File: src/awce_pkg.sv
// shared constants for the ata write command engine, both ends
package awce_pkg;
	// task-file offsets
	localparam logic [2:0] TF_FEAT = 3'h1;
	localparam logic [2:0] TF_CNT  = 3'h2;
	localparam logic [2:0] TF_SNUM = 3'h3;
	localparam logic [2:0] TF_CYLL = 3'h4;
	localparam logic [2:0] TF_CYLH = 3'h5;
	localparam logic [2:0] TF_DH   = 3'h6;
	localparam logic [2:0] TF_CMD  = 3'h7;
	// opcodes
	localparam logic [7:0] OP_WS_A   = 8'h30;
	localparam logic [7:0] OP_WS_B   = 8'h31;
	localparam logic [7:0] OP_LONG_A = 8'h32;
	localparam logic [7:0] OP_LONG_B = 8'h33;
	localparam logic [7:0] OP_WS_NE  = 8'h38;
	localparam logic [7:0] OP_WVER   = 8'h3c;
	localparam logic [7:0] OP_WM     = 8'hc5;
	localparam logic [7:0] OP_WM_NE  = 8'hcd;
	// sector geometry
	localparam int         SECT_BYTES = 512;
	localparam int         ECC_BYTES  = 4;
	localparam int         LONG_BYTES = SECT_BYTES + ECC_BYTES;
	localparam int         SECT_WORDS = SECT_BYTES / 2;
	localparam logic [8:0] LAST_WORD  = 9'(SECT_WORDS - 1);
	localparam logic [8:0] LAST_LONG  = 9'(SECT_WORDS + ECC_BYTES - 1);
	localparam logic [8:0] MAX_SECT   = 9'h100;
	localparam logic [8:0] ONE_SECT   = 9'h001;
	localparam int         DH_LBA_BIT = 6;
	// busy must rise this soon after a block-mode command
	localparam int         CLK_NS      = 40;
	localparam int         BUSY_MAX_NS = 400;
	localparam int         BUSY_MAX_CYC = BUSY_MAX_NS / CLK_NS;
endpackage : awce_pkg

File: src/awce_if.sv
// task-file and pio data link between host and device
`timescale 1ns/1ps
interface awce_if;
	logic        tf_wr;             // host: task-file write strobe
	logic [2:0]  tf_addr;           // host: task-file offset
	logic [7:0]  tf_wdata;          // host: task-file data
	logic        dat_wr;            // host: pio data strobe
	logic [15:0] dat_wdata;         // host: word, or ecc byte in [7:0]
	logic        st_rd;             // host: status read, clears intrq
	logic        busy_flag;         // dev: busy
	logic        data_request_flag; // dev: data request
	logic        err_flag;          // dev: error
	logic        abrt_flag;         // dev: aborted command
	logic        intrq;             // dev: interrupt request
	logic [7:0]  sec_cnt;           // dev: sector count / residual
	logic [7:0]  sec_num;           // dev: sector number
	logic [7:0]  cyl_lo;            // dev: cylinder low
	logic [7:0]  cyl_hi;            // dev: cylinder high
	logic [7:0]  drv_head;          // dev: drive/head
	modport dev (input tf_wr, tf_addr, tf_wdata, dat_wr, dat_wdata, st_rd,
		output busy_flag, data_request_flag, err_flag, abrt_flag, intrq,
		sec_cnt, sec_num, cyl_lo, cyl_hi, drv_head);
	modport host (output tf_wr, tf_addr, tf_wdata, dat_wr, dat_wdata, st_rd,
		input busy_flag, data_request_flag, err_flag, abrt_flag, intrq,
		sec_cnt, sec_num, cyl_lo, cyl_hi, drv_head);
endinterface : awce_if

File: src/awce_dev.sv
// device end: write-family command decode, sequencing and task file
// Notes on behaviour
// RULE1: long write moves one sector, 516 bytes
// RULE2: 512 bytes as words, then 4 ecc bytes
// RULE3: busy within 400 ns of block command
// RULE4: block mode interrupts once per block
// RULE5: host checks data request per block only
// RULE6: full blocks, then sector count modulo block
// RULE7: abort block write if unset or disabled
// RULE8: block count of one must work
// RULE9: block error stops at failing sector
// RULE10: residual count, address of failing sector
// RULE11: block write without erase skips erase
// RULE12: 1 to 256 sectors, zero means 256
// RULE13: busy, then data request and busy off
// RULE14: no interrupt before first data transfer
// RULE15: host sends nothing while busy
// RULE16: between sectors busy, then request plus interrupt
// RULE17: after last sector busy until done, interrupt
// RULE18: failing sector address stays in task file
// RULE19: write without erase skips implied erase
// RULE20: opcode 3ch verifies each sector after programming
// RULE21: 30h, 31h sector write; 38h without erase
// RULE22: c5h block write; cdh without erase
// RULE23: lba packing across address registers
// RULE24: 32h and 33h are long write
`timescale 1ns/1ps
module awce_dev
	import awce_pkg::*;
#(
	parameter int         SPT   = 63, // sectors per track, chs mode
	parameter logic [3:0] HEADS = 4'hf // highest head number, chs mode
) (
	input  wire logic        sys_clk,      // 25 mhz clock
	input  wire logic        nrst,         // async reset, active low
	awce_if.dev              bus,          // task-file link
	input  wire logic [7:0]  mult_size,    // block size, 0 = not set
	input  wire logic        mult_en,      // block-mode writes enabled
	output logic             med_req,      // pulse: program one sector
	output logic [27:0]      med_addr,     // sector address
	output logic             med_lba_mode, // med_addr is lba
	output logic             med_no_erase, // skip implied erase
	output logic             med_verify,   // verify after programming
	input  wire logic        med_done,     // pulse: sector finished
	input  wire logic        med_err,      // with med_done: failed
	output logic             wd_valid,     // pulse: data word out
	output logic [15:0]      wd_data       // data word
);
	typedef enum logic [3:0] {
		S_IDLE  = 4'b0001,
		S_SETUP = 4'b0010,
		S_XFER  = 4'b0100,
		S_PROG  = 4'b1000
	} awce_dst_t;

	awce_dst_t   state_r;
	logic        busy_r;
	logic        drq_r;
	logic        err_r;
	logic        abrt_r;
	logic        intrq_r;
	logic        op_long_r;
	logic        op_blk_r;
	logic [8:0]  remain_r;
	logic [8:0]  blk_left_r;
	logic [8:0]  word_r;
	logic [7:0]  cnt_r;
	logic [7:0]  snum_r;
	logic [7:0]  cyll_r;
	logic [7:0]  cylh_r;
	logic [7:0]  dh_r;

	logic        cmd_take;
	logic        is_ws;
	logic        is_long;
	logic        is_blk;
	logic        blk_bad;
	logic        last_word;
	logic        sec_ok;
	logic        int_set;
	logic [8:0]  req_cnt;
	logic [8:0]  mult9;
	logic [8:0]  blk_first;
	logic [8:0]  blk_next;
	logic [8:0]  remain_m1;
	logic [27:0] cur_addr;
	logic [27:0] lba_inc;

	//////////////////////////////////////////////////////////////////////
	// decode
	assign cmd_take = bus.tf_wr && (bus.tf_addr == TF_CMD)
		&& (state_r == S_IDLE);
	assign is_ws = (bus.tf_wdata == OP_WS_A) || (bus.tf_wdata == OP_WS_B)
		|| (bus.tf_wdata == OP_WS_NE) || (bus.tf_wdata == OP_WVER); // RULE21 RULE20
	assign is_long = (bus.tf_wdata == OP_LONG_A)
		|| (bus.tf_wdata == OP_LONG_B); // RULE24
	assign is_blk = (bus.tf_wdata == OP_WM)
		|| (bus.tf_wdata == OP_WM_NE); // RULE22
	assign blk_bad = is_blk && ((mult_size == 8'h00) || !mult_en); // RULE7
	// a zero count asks for the full 256 sectors
	assign req_cnt = (cnt_r == 8'h00) ? MAX_SECT : {1'b0, cnt_r}; // RULE12
	assign mult9 = {1'b0, mult_size};
	assign remain_m1 = remain_r - ONE_SECT;
	// block size of one falls out naturally when mult_size is 1
	assign blk_first = !op_blk_r ? ONE_SECT
		: ((remain_r < mult9) ? remain_r : mult9); // RULE6 RULE8
	assign blk_next = !op_blk_r ? ONE_SECT
		: ((remain_m1 < mult9) ? remain_m1 : mult9); // RULE6
	// word mode for data, then byte-wide ecc on a long write
	assign last_word = op_long_r ? (word_r == LAST_LONG)
		: (word_r == LAST_WORD); // RULE1 RULE2
	assign sec_ok = (state_r == S_PROG) && med_done && !med_err;
	assign cur_addr = {dh_r[3:0], cylh_r, cyll_r, snum_r}; // RULE23
	assign lba_inc = cur_addr + 28'h0000001;

	//////////////////////////////////////////////////////////////////////
	// command sequencing
	always_ff @(posedge sys_clk or negedge nrst) begin
		if (!nrst) begin
			state_r    <= S_IDLE;
			busy_r     <= 1'b0;
			drq_r      <= 1'b0;
			err_r      <= 1'b0;
			abrt_r     <= 1'b0;
			op_long_r  <= 1'b0;
			op_blk_r   <= 1'b0;
			remain_r   <= 9'h000;
			blk_left_r <= 9'h000;
			word_r     <= 9'h000;
		end else begin
			case (state_r)
			S_IDLE: begin
				if (cmd_take) begin
					if ((is_ws || is_long || is_blk) && !blk_bad) begin
						// busy one edge after the command, well inside 400 ns
						state_r   <= S_SETUP;
						busy_r    <= 1'b1; // RULE3 RULE13
						err_r     <= 1'b0;
						abrt_r    <= 1'b0;
						op_long_r <= is_long;
						op_blk_r  <= is_blk;
						remain_r  <= is_long ? ONE_SECT : req_cnt; // RULE1
					end else begin
						err_r  <= 1'b1; // RULE7
						abrt_r <= 1'b1;
					end
				end
			end
			S_SETUP: begin
				state_r    <= S_XFER;
				busy_r     <= 1'b0; // RULE13
				drq_r      <= 1'b1;
				blk_left_r <= blk_first;
				word_r     <= 9'h000;
			end
			S_XFER: begin
				if (bus.dat_wr) begin
					word_r <= word_r + 9'h001;
					if (last_word) begin
						state_r <= S_PROG;
						busy_r  <= 1'b1; // RULE16 RULE17
						drq_r   <= 1'b0;
					end
				end
			end
			S_PROG: begin
				if (med_done) begin
					if (med_err) begin
						// stop here, later sectors and blocks never move
						state_r <= S_IDLE; // RULE9 RULE18
						busy_r  <= 1'b0;
						err_r   <= 1'b1;
					end else if (remain_r == ONE_SECT) begin
						state_r <= S_IDLE; // RULE17
						busy_r  <= 1'b0;
						remain_r <= 9'h000;
					end else begin
						state_r  <= S_XFER; // RULE16
						busy_r   <= 1'b0;
						drq_r    <= 1'b1;
						word_r   <= 9'h000;
						remain_r <= remain_m1;
						blk_left_r <= (blk_left_r == ONE_SECT) ? blk_next
							: (blk_left_r - ONE_SECT);
					end
				end
			end
			default: state_r <= S_IDLE;
			endcase
		end
	end

	//////////////////////////////////////////////////////////////////////
	// interrupt: aborts, errors, completion and each new block, but never
	// the first transfer; a status read in the same cycle loses to a set
	assign int_set = (cmd_take && !((is_ws || is_long || is_blk) && !blk_bad))
		|| ((state_r == S_PROG) && med_done
		&& (med_err || (remain_r == ONE_SECT)
		|| (blk_left_r == ONE_SECT))); // RULE4 RULE14 RULE16 RULE17

	always_ff @(posedge sys_clk or negedge nrst) begin
		if (!nrst) begin
			intrq_r <= 1'b0;
		end else begin
			intrq_r <= int_set || (intrq_r && !bus.st_rd);
		end
	end

	//////////////////////////////////////////////////////////////////////
	// task file: host writes while idle, hardware advances on success so
	// an error leaves the failing address and the residual count
	always_ff @(posedge sys_clk or negedge nrst) begin
		if (!nrst) begin
			cnt_r  <= 8'h00;
			snum_r <= 8'h00;
			cyll_r <= 8'h00;
			cylh_r <= 8'h00;
			dh_r   <= 8'h00;
		end else if (bus.tf_wr && (state_r == S_IDLE)) begin
			if (bus.tf_addr == TF_CNT) begin
				cnt_r <= bus.tf_wdata;
			end else if (bus.tf_addr == TF_SNUM) begin
				snum_r <= bus.tf_wdata;
			end else if (bus.tf_addr == TF_CYLL) begin
				cyll_r <= bus.tf_wdata;
			end else if (bus.tf_addr == TF_CYLH) begin
				cylh_r <= bus.tf_wdata;
			end else if (bus.tf_addr == TF_DH) begin
				dh_r <= bus.tf_wdata;
			end
		end else if (sec_ok) begin
			if (!op_long_r) begin
				cnt_r <= cnt_r - 8'h01; // RULE10
			end
			if (dh_r[DH_LBA_BIT]) begin
				{dh_r[3:0], cylh_r, cyll_r, snum_r} <= lba_inc; // RULE23
			end else if (snum_r == 8'(SPT)) begin
				snum_r <= 8'h01;
				if (dh_r[3:0] == HEADS) begin
					dh_r[3:0] <= 4'h0;
					{cylh_r, cyll_r} <= {cylh_r, cyll_r} + 16'h0001;
				end else begin
					dh_r[3:0] <= dh_r[3:0] + 4'h1;
				end
			end else begin
				snum_r <= snum_r + 8'h01;
			end
		end
	end

	//////////////////////////////////////////////////////////////////////
	// media side: host ecc bytes are dropped, media makes its own ecc
	always_ff @(posedge sys_clk or negedge nrst) begin
		if (!nrst) begin
			med_req      <= 1'b0;
			med_addr     <= 28'h0000000;
			med_lba_mode <= 1'b0;
			med_no_erase <= 1'b0;
			med_verify   <= 1'b0;
			wd_valid     <= 1'b0;
			wd_data      <= 16'h0000;
		end else begin
			med_req  <= (state_r == S_XFER) && bus.dat_wr && last_word;
			wd_valid <= (state_r == S_XFER) && bus.dat_wr
				&& (word_r <= LAST_WORD); // RULE2
			wd_data  <= bus.dat_wdata;
			med_addr <= cur_addr;
			med_lba_mode <= dh_r[DH_LBA_BIT];
			if (cmd_take) begin
				med_no_erase <= (bus.tf_wdata == OP_WS_NE)
					|| (bus.tf_wdata == OP_WM_NE); // RULE11 RULE19
				med_verify   <= (bus.tf_wdata == OP_WVER); // RULE20
			end
		end
	end

	assign bus.busy_flag         = busy_r;
	assign bus.data_request_flag = drq_r;
	assign bus.err_flag          = err_r;
	assign bus.abrt_flag         = abrt_r;
	assign bus.intrq             = intrq_r;
	assign bus.sec_cnt           = cnt_r;
	assign bus.sec_num           = snum_r;
	assign bus.cyl_lo            = cyll_r;
	assign bus.cyl_hi            = cylh_r;
	assign bus.drv_head          = dh_r;
endmodule : awce_dev

File: src/flat_wrapper.sv
// flat-port wrapper written by rule: the top's interface ports become plain ports
module awce_dev_flat import awce_pkg::*;
#(
	parameter int         SPT   = 63,                               
	parameter logic [3:0] HEADS = 4'hf                                 
)
  (sys_clk, nrst, mult_size, mult_en, med_req, med_addr, med_lba_mode, med_no_erase, med_verify, med_done, med_err, wd_valid, wd_data, bus_tf_wr, bus_tf_addr, bus_tf_wdata, bus_dat_wr, bus_dat_wdata, bus_st_rd, bus_busy_flag, bus_data_request_flag, bus_err_flag, bus_abrt_flag, bus_intrq, bus_sec_cnt, bus_sec_num, bus_cyl_lo, bus_cyl_hi, bus_drv_head);
  awce_if bus_i ();
  input  wire logic sys_clk;
  input  wire logic nrst;
  input  wire logic [7:0] mult_size;
  input  wire logic mult_en;
  output logic med_req;
  output logic [27:0] med_addr;
  output logic med_lba_mode;
  output logic med_no_erase;
  output logic med_verify;
  input  wire logic med_done;
  input  wire logic med_err;
  output logic wd_valid;
  output logic [15:0] wd_data;
  input wire logic [$bits(bus_i.tf_wr)-1:0] bus_tf_wr;
  input wire logic [$bits(bus_i.tf_addr)-1:0] bus_tf_addr;
  input wire logic [$bits(bus_i.tf_wdata)-1:0] bus_tf_wdata;
  input wire logic [$bits(bus_i.dat_wr)-1:0] bus_dat_wr;
  input wire logic [$bits(bus_i.dat_wdata)-1:0] bus_dat_wdata;
  input wire logic [$bits(bus_i.st_rd)-1:0] bus_st_rd;
  output wire logic [$bits(bus_i.busy_flag)-1:0] bus_busy_flag;
  output wire logic [$bits(bus_i.data_request_flag)-1:0] bus_data_request_flag;
  output wire logic [$bits(bus_i.err_flag)-1:0] bus_err_flag;
  output wire logic [$bits(bus_i.abrt_flag)-1:0] bus_abrt_flag;
  output wire logic [$bits(bus_i.intrq)-1:0] bus_intrq;
  output wire logic [$bits(bus_i.sec_cnt)-1:0] bus_sec_cnt;
  output wire logic [$bits(bus_i.sec_num)-1:0] bus_sec_num;
  output wire logic [$bits(bus_i.cyl_lo)-1:0] bus_cyl_lo;
  output wire logic [$bits(bus_i.cyl_hi)-1:0] bus_cyl_hi;
  output wire logic [$bits(bus_i.drv_head)-1:0] bus_drv_head;
  assign bus_i.tf_wr = bus_tf_wr;
  assign bus_i.tf_addr = bus_tf_addr;
  assign bus_i.tf_wdata = bus_tf_wdata;
  assign bus_i.dat_wr = bus_dat_wr;
  assign bus_i.dat_wdata = bus_dat_wdata;
  assign bus_i.st_rd = bus_st_rd;
  assign bus_busy_flag = bus_i.busy_flag;
  assign bus_data_request_flag = bus_i.data_request_flag;
  assign bus_err_flag = bus_i.err_flag;
  assign bus_abrt_flag = bus_i.abrt_flag;
  assign bus_intrq = bus_i.intrq;
  assign bus_sec_cnt = bus_i.sec_cnt;
  assign bus_sec_num = bus_i.sec_num;
  assign bus_cyl_lo = bus_i.cyl_lo;
  assign bus_cyl_hi = bus_i.cyl_hi;
  assign bus_drv_head = bus_i.drv_head;
  awce_dev #(.SPT(SPT), .HEADS(HEADS)) u_core (.sys_clk(sys_clk), .nrst(nrst), .bus(bus_i), .mult_size(mult_size), .mult_en(mult_en), .med_req(med_req), .med_addr(med_addr), .med_lba_mode(med_lba_mode), .med_no_erase(med_no_erase), .med_verify(med_verify), .med_done(med_done), .med_err(med_err), .wd_valid(wd_valid), .wd_data(wd_data));
endmodule
File: config.mk
export PLATFORM = sky130hd
export DESIGN_NAME = awce_dev_flat
export DESIGN_NICKNAME = d
export VERILOG_FILES = /design/src/awce_pkg.sv /design/src/awce_if.sv /design/src/awce_dev.sv /design/src/flat_wrapper.sv
export SDC_FILE = /design/constraint.sdc
export NUM_CORES = 1
export LEC_CHECK = 0
export ABC_AREA = 1
export BUFFER_PORTS_ARGS = -buffer_cell sky130_fd_sc_hd__buf_2
export CORE_UTILIZATION = 53
export DETAILED_ROUTE_END_ITERATION = 8
export PLACE_DENSITY_LB_ADDON = 0.05
export SLEW_MARGIN = 20
export SYNTH_ARGS = -nofsm -noshare
export SYNTH_HDL_FRONTEND = slang
export SYNTH_SLANG_ARGS = --single-unit
File: constraint.sdc
create_clock -name sys_clk -period 3.75 [get_ports sys_clk]
set_input_delay 0.375 -clock sys_clk [delete_from_list [all_inputs] [get_ports sys_clk]]
set_output_delay 0.375 -clock sys_clk [all_outputs]
set_load 0.01 [all_outputs]
==> metrics.txt, run 1 <==
outcome=completed; commonest cells after routing, fill and taps aside=nand2_1, buf_2, inv_1, dfrtp_1, nor2_1; final slew viol count=0; crit path cell chain=inv_1 -> ha_1 -> nand2_1 -> xor2_1 -> inv_1 -> ha_1 -> nand2_1 -> inv_1 -> nand2_1 -> nand2_1 -> nand2_1 -> nand2_1 -> nand2_1 -> nand2_1 -> nand2_1 -> nand3_1 -> nand2_1 -> nand2_1 -> nand2_1 -> nand2_1; CTS sink count=between 100 and 150; Rel. slew slack=44.6%; I/O Buffers=around 140; wire per inst=~15 um; die span in y=between 100 and 150 um; H-tree levels=4; GRT Util Overall=a little under 30%; worst-path maximum fanout=9; R2R Setup Slk=between 0.9 and 1 ns; post-route worst setup slack=roughly 0.93 ns; Worst-Margin Slew=approximately 0.83 ns; CP bufs+invs=3; Max Cap Viol=0; overall routed net length=between 15 and 20 mm; TritonCTS Buffers=17; P&R area growth vs syn=20.1%; final worst path period share=between 70% and 80%; Final Setup Violations=0; CP dominant cell by count=nand2_1; clk_lat worst skew=~0.43 ns; cell area after synthesis=approximately 0.0072 mm^2; register bit total from synthesis=127; Static Leakage=approximately 4.3 nW; full die area=approximately 0.014 mm^2; maximum clock rate=about 0.35 GHz; via count=approximately 6,600; Worst EP required=around 4.1 ns; Crit. path cell count=20; pre-CTS WS=between 0.9 and 1 ns; root buf cell=clkbuf_16; Clock Pin Slew Worst Setup and Hold Paths=approximately 0.060 ns; DP HPWL=14.1 mm; # DRC=0; YS warnings=0; Vias/cell=5.25; fill count=1,191; post-CTS setup buffers=0; CP Capture Type=flop; final hold violations=0; ys async rst share=between 90% and 100%; Final TNS setup=0 ns; hold path depth=1; Top Ports=around 140; CP Launch Type=flop; largest net degree at the start of global routing=68; critical path class=flop to flop; RSZ-0062 raised after global routing=no; Final ANT Viol Nets=0; commonest non-fill, non-tap cell in the layout=nand2_1; pwr dens=about 700 mW/mm^2; Post-synth top flop=dfrtp_1; PostCTS Resize Cnt=0; Worst Hold Margin=just over 0.05 ns; Cell variety after synth=47; vias in the first global route=between 6,000 and 7,000; post-layout util=around two thirds; Remaining Overflow, GRT=0; first-pass GRT wire length=approximately 32 mm; Die X=118 um; worst path arrival time=3.13 ns; number of flops mapped to enable cells by yosys=0; Final min period=~2.8 ns; Hold Buf Count CTS=0; Slowest Stage Delay on Critical Path=0.41 ns; starting density of the core=a little over half; register area share after synthesis=between 40 and 50%; drt pass-1 iters=5; Syn Inst Count=920; first-iteration detailed-routing DRC count=roughly 580; core area=0.0132 mm^2; initial antenna violation count=1; CP max stage cell=dfrtp_1; CP top delay family=simple AND/OR/NAND/NOR gates; Nets=about 1,100; R2R cell count=20; CTS tree=built; hold crit path type=primary input to flop; Worst Skew=0.00582 ns; Clock Path Buffers=2; num rows=between 40 and 50; Syn Area/Cell=7.78 um^2; layout cell share with drive strength beyond 1=20.0%; Synthesized Nets=between 900 and 1,000; global placer's final weighted congestion=~0.89; Max IR drop VDD=roughly 490 uV
==> layout make-up <==
class,count,area (um^2),share of cell area (%)
diodes,1,2.50,0.0291
clock buffers,21,450,5.24
clock inverters,11,140,1.63
inverters,147,552,6.42
multi-input cells,632,3340,38.8
flip-flops and latches,127,3180,37.0
well taps,176,220,2.56
repair buffers,138,711,8.27
==> Yosys cell counts (all sizes together) (2+ instances only) <==
| cell type | instances | share of area, % |
|---|---|---|
| a21boi | 2 | 0.21 |
| a21oi | 36 | 2.6 |
| a22oi | 2 | 0.21 |
| a31oi | 15 | 1.7 |
| buf | 10 | 0.98 |
| clkbuf | 4 | 0.21 |
| dfrtp | 126 | 44 |
| ha | 25 | 4.4 |
| inv | 147 | 7.7 |
| nand2 | 205 | 11 |
| nand3 | 73 | 5.3 |
| nand3b | 2 | 0.21 |
| nand4 | 15 | 1.3 |
| nor2 | 105 | 6.0 |
| nor3 | 22 | 2.2 |
| nor4 | 6 | 0.52 |
| o211ai | 12 | 1.3 |
| o21a | 4 | 0.42 |
| o21ai | 64 | 4.5 |
| o21bai | 2 | 0.26 |
| o221ai | 2 | 0.24 |
| o22ai | 9 | 0.79 |
| o31ai | 5 | 0.52 |
| or2 | 3 | 0.26 |
| xor2 | 18 | 2.2 |
==> cells by family (layout without fill, tap and decap cells) <==
kind of cell	count (synthesis)	after routing	share of synthesized area [%]
AO/OA/AOI/OAI	155	155	12.9
XOR/XNOR	19	19	2.33
adder cells (fa/ha/maj)	25	25	4.37
buffers and inverters	161	317	8.90
flip-flops	127	127	44.4
other	0	1	0
AND/OR/NAND/NOR	433	433	27.0
==> worst paths after layout <==
path	start	to
max in group asynchronous	nrst	u_core.bus.drv_head[1]
min reg2reg	u_core.bus.sec_num[0]	u_core.med_addr[0]
max	u_core.remain_r[0]	u_core.blk_left_r[0]
min	bus_dat_wdata[2]	u_core.wd_data[2]
max reg2reg	u_core.remain_r[0]	u_core.blk_left_r[0]
min in group asynchronous	nrst	u_core.wd_data[5]
==> worst register-to-register path: stages, from the launching register on <==
cell     delay [ns]
dfrtp_1        0.41
inv_1          0.19
ha_1           0.26
nand2_1        0.10
xor2_1         0.26
inv_1          0.07
ha_1           0.29
nand2_1        0.06
inv_1          0.04
nand2_1        0.05
nand2_1        0.05
nand2_1        0.05
nand2_1        0.04
nand2_1        0.22
nand2_1        0.24
nand2_1        0.11
nand3_1        0.06
nand2_1        0.06
nand2_1        0.04
nand2_1        0.05
nand2_1        0.05
==> where the power goes <==
group,total (W),internal (W),switching [W]
combinational,0.00198,0.000760,0.00122
clock,0.00166,0.00106,0.000604
sequential,0.00226,0.00179,0.000467
total,0.00590,0.00360,0.00229
==> flip-flops by register name, summed over array words and instances, names as in the netlist <==
register and count:
u_core.med_addr 28, u_core.wd_data 16, u_core.blk_left_r 9, u_core.remain_r 9
u_core.word_r 9, u_core.bus.cyl_hi 8, u_core.bus.cyl_lo 8, u_core.bus.drv_head 8
u_core.bus.sec_cnt 8, u_core.bus.sec_num 8, u_core.state_r 4, u_core.bus.abrt_flag 1
u_core.bus.busy_flag 1, u_core.bus.data_request_flag 1, u_core.bus.err_flag 1, u_core.bus.intrq 1
u_core.med_lba_mode 1, u_core.med_no_erase 1, u_core.med_req 1, u_core.med_verify 1
u_core.op_blk_r 1, u_core.op_long_r 1, u_core.wd_valid 1
==> per-layer routing <==
| metal | routed length, um | up-vias | track usage (%) |
|---|---|---|---|
| met1 | 8380 | 3054 | 37.6 |
| met3 | 850 | 34 | 4.97 |
| met4 | 410 | 0 | 11.3 |
| li1 | - | 3301 | - |
| met5 | 0 | - | 0 |
| met2 | 9310 | 188 | 47.9 |
==> metrics by stage <==
stage / cells / instance area, um^2 / total power [W]
5_1_grt: 1253 / 8590 / 0.00628
3_5_place_dp: 1220 / 8000 / 0.00423
2_1_floorplan: 920 / 7150 / 0.00344
6_report: 1253 / 8590 / 0.00590
4_1_cts: 1252 / 8590 / 0.00592
3_3_place_gp: 1220 / 8000 / 0.00422
(Power assumes the default switching activity.)
==> run 2, diff against run 1 <==
--- a/config.mk
+++ b/config.mk
@@ -7,7 +7,7 @@
 export LEC_CHECK = 0
 export ABC_AREA = 1
 export BUFFER_PORTS_ARGS = -buffer_cell sky130_fd_sc_hd__buf_2
-export CORE_UTILIZATION = 53
+export CORE_UTILIZATION = 51
 export DETAILED_ROUTE_END_ITERATION = 8
 export PLACE_DENSITY_LB_ADDON = 0.05
 export SLEW_MARGIN = 20
==> constraint.sdc (replaced) <==
create_clock -name sys_clk -period 2.4 [get_ports sys_clk]
set_input_delay 0.24 -clock sys_clk [delete_from_list [all_inputs] [get_ports sys_clk]]
set_output_delay 0.24 -clock sys_clk [all_outputs]
set_load 0.01 [all_outputs]
==> run 2 against run 1 <==
  * Die area increased by 3.9%
  * Count of clock-buffer cells in the layout increased by 1
  * Global-route usage increased by 0.29 points
  * Via count increased by 4.2%
  * Critical path depth unchanged
  * Combinational power increased by 68%
  * Final cell count increased by 4.0%
  * Clock skew decreased by 0.00091 ns
  * Sequential power increased by 54%
  * Sequential share of layout area decreased by 2.1 points
  * Final area increased by 6.0%
  * Critical path type unchanged
  * Highest routed layer unchanged
==> metrics.txt, run 2 (synthesis results as in run 1) <==
first-iteration detailed-routing DRC count=536 (-7.1%); global placer's final weighted congestion=0.989 (+12%); Clock Path Buffers=2 (unchanged); pwr dens=1020 mW/mm^2 (+48%); wire per inst=15.3 um (+1.1%); hold crit path type=primary input to flop; starting density of the core=53.2% (-1.1 points); Post-Layout Cell Count=1,303 (+4.0%); fill count=1,194 (+0.25%); Worst Skew=0.00491 ns (-0.000912 ns); num rows=42 (unchanged); worst r2r src=u_core.remain_r[0]; R2R Setup Slk=0.12 ns (-0.81 ns); Final min period=2.28 ns (-0.539 ns); Worst-Margin Slew=0.654 ns (-0.178 ns); clk_lat worst skew=0.41 ns (-0.02 ns); full die area=0.0145 mm^2 (+3.9%); top flop regs=u_core.med_addr (28), u_core.wd_data (16); worst-path maximum fanout=8 (-1); Final ANT Viol Nets=0 (unchanged); crit path cell chain=inv_2 -> ha_4 -> nand2_1 -> xor2_1 -> inv_1 -> ha_4 -> nand2_1 -> inv_1 -> nand2_1 -> nand2_1 -> nand2_1 -> nand2_1 -> nand2_2 -> buf_6 -> nand3_1 -> nand3_1 -> nand2_1 -> nand2_1 -> nand2_1 -> nand2_1; Hold EP=u_core.bus.intrq; switch share=38.8% (-0.10 points); Inst Count DP=1,249 (+2.4%); final hold violations=0 (unchanged); GRT Util Overall=29.1% (+0.29 points); hold path depth=2 (+1); Vias/cell=5.26 (+0.24%); largest net degree at the start of global routing=70 (+2.9%); critical path class=flop to flop; Max Cap Viol=0 (unchanged); final slew viol count=0 (unchanged); overall routed net length=19.9 mm (+5.1%); worst path arrival time=2.58 ns (-0.55 ns); die span in y=120 um (+1.9%); Top reg by flops=u_core.med_addr; CP Launch Type=flop; via count=6,856 (+4.2%); commonest non-fill, non-tap cell in the layout=nand2_1; first-pass GRT wire length=32.3 mm (+2.4%); # DRC=0 (unchanged); Nets=1,183 (+4.6%); Int Power=0.00567 W (+57%); TritonCTS Buffers=17 (unchanged); outcome=completed; CP Capture Type=flop; FF-to-FF End=u_core.blk_left_r[0]; Max IR drop VDD=815 uV (+68%); H-tree levels=4 (unchanged); Worst Hold Margin=0.0185 ns (-0.0322 ns); commonest cells after routing, fill and taps aside=nand2_1, buf_2, inv_1, dfrtp_1, nor2_1; vias in the first global route=6,430 (+1.7%); maximum clock rate=0.439 GHz (+24%); I/O Buffers=136 (unchanged); initial antenna violation count=0 (-1); Largest register FFs=28 (unchanged); sequential power share=37.5% (-0.7 points); CTS tree=built; layout cell share with drive strength beyond 1=24.0% (+4.0 points); Static Leakage=4.58 nW (+5.3%); clock share of power=26.6% (-1.5 points); core area=0.0135 mm^2 (+2.0%); R2R cell count=20 (unchanged); P&R area growth vs syn=27.3%; Die X=120 um (+1.9%); Logic pwr share=35.9% (+2.3 points); CP dominant cell by count=nand2_1; root buf cell=clkbuf_16; CP max stage cell=dfrtp_1; Worst EP required=2.70 ns (-1.36 ns); Multi-input gate area=0.00342 mm^2 (+2.4%); final worst path period share=95.0% (+20 points); DP HPWL=14.9 mm (+6.1%); pre-CTS WS=0.0858 ns (-0.871 ns); Rel. slew slack=56.4% (+12 points); HP Start=bus_st_rd; CTS sink count=127 (unchanged); Slowest Stage Delay on Critical Path=0.39 ns (-0.02 ns); antenna diode count=0 (-1); Remaining Overflow, GRT=0 (unchanged); Final Setup Violations=0 (unchanged); NetSw=0.00359 W (+57%); post-route worst setup slack=0.121 ns (-0.811 ns); Clock Pin Slew Worst Setup and Hold Paths=0.05 ns (about the same); Top Ports=137 (unchanged); drt pass-1 iters=5 (unchanged); FF+latch area=0.00318 mm^2 (+0.12%)
-- run 2: cell types whose count changed in the layout (fill, tap and decap cells not counted), moves of 4 or more --
| cell | change |
|---|---|
| nor2_1 | -4 |
| buf_4 | +32 |
| clkbuf_8 | +4 |
| dlygate4sd3_1 | +17 |
-- run 2: final cells by class --
cell class / count / share of cell area [%]
Clock buffer: 22 / 5.43
Clock inverter: 9 / 0.920
Inverter: 147 / 6.09
Multi-Input combinational cell: 632 / 37.5
Sequential cell: 127 / 34.9
Tap cell: 176 / 2.42
Timing Repair Buffer: 190 / 12.7
-- run 2: how the worst max path moves through the flow --
| stage | cells past startpoint | endpoint | slack (ns) | from |
|---|---|---|---|---|
| 4_1_cts | 18 | u_core.blk_left_r[0] | 0.05 | u_core.remain_r[1] |
| 3_5_place_dp | 20 | u_core.blk_left_r[0] | 0.09 | u_core.remain_r[1] |
| 5_1_grt | 20 | u_core.blk_left_r[0] | -0.03 | u_core.remain_r[0] |
| 2_1_floorplan | 18 | u_core.blk_left_r[0] | 0.01 | u_core.remain_r[0] |
| 3_3_place_gp | 18 | u_core.blk_left_r[0] | 0.12 | u_core.remain_r[1] |
| 6_report | 20 | u_core.blk_left_r[0] | 0.12 | u_core.remain_r[0] |
-- run 2: power by group through the flow --
stage	logic, W	registers [W]	clock network (W)
floorplan	0.00174	0.00364	0
global route	0.00374	0.00357	0.00259
global placement	0.00317	0.00349	0
finish	0.00333	0.00348	0.00246
detailed placement	0.00322	0.00349	0
CTS	0.00328	0.00346	0.00249
-- run 2: metrics by stage --
| step | area (um^2) | TNS [ns] | total power, W | util (%) |
|---|---|---|---|---|
| floorplan | 7150 | 0 | 0.00537 | - |
| global placement | 8220 | 0 | 0.00666 | 61.1 |
| detailed placement | 8220 | 0 | 0.00671 | 61.1 |
| CTS | 8960 | 0 | 0.00923 | 66.6 |
| global route | 9110 | -0.0413 | 0.00990 | 67.7 |
| finish | 9110 | 0 | 0.00927 | 67.7 |
-- run 2: worst max-delay path: cells and delay by family, from the launching register on --
family / cells / cell delay [ns]
flops: 1 / 0.39
fa+ha+maj: 2 / 0.45
xor+xnor: 1 / 0.19
buf+inv: 4 / 0.36
simple gates: 13 / 0.77
-- run 2: timing repair --
item,CTS,global route
hold buffers,17,0
buffers inserted,0,6
hold endpoints to repair,46,0
setup endpoints to repair,0,12
gates resized for setup,0,26
-- run 2: routing by layer --
layer | vias up | global-route usage (%) | share of wire (%)
li1 | 3408 | - | -
met1 | 3172 | 40.3 | 45
met2 | 247 | 45.8 | 46
met3 | 29 | 6.13 | 7.1
met4 | 0 | 9.41 | 1.6
met5 | - | 0 | 0
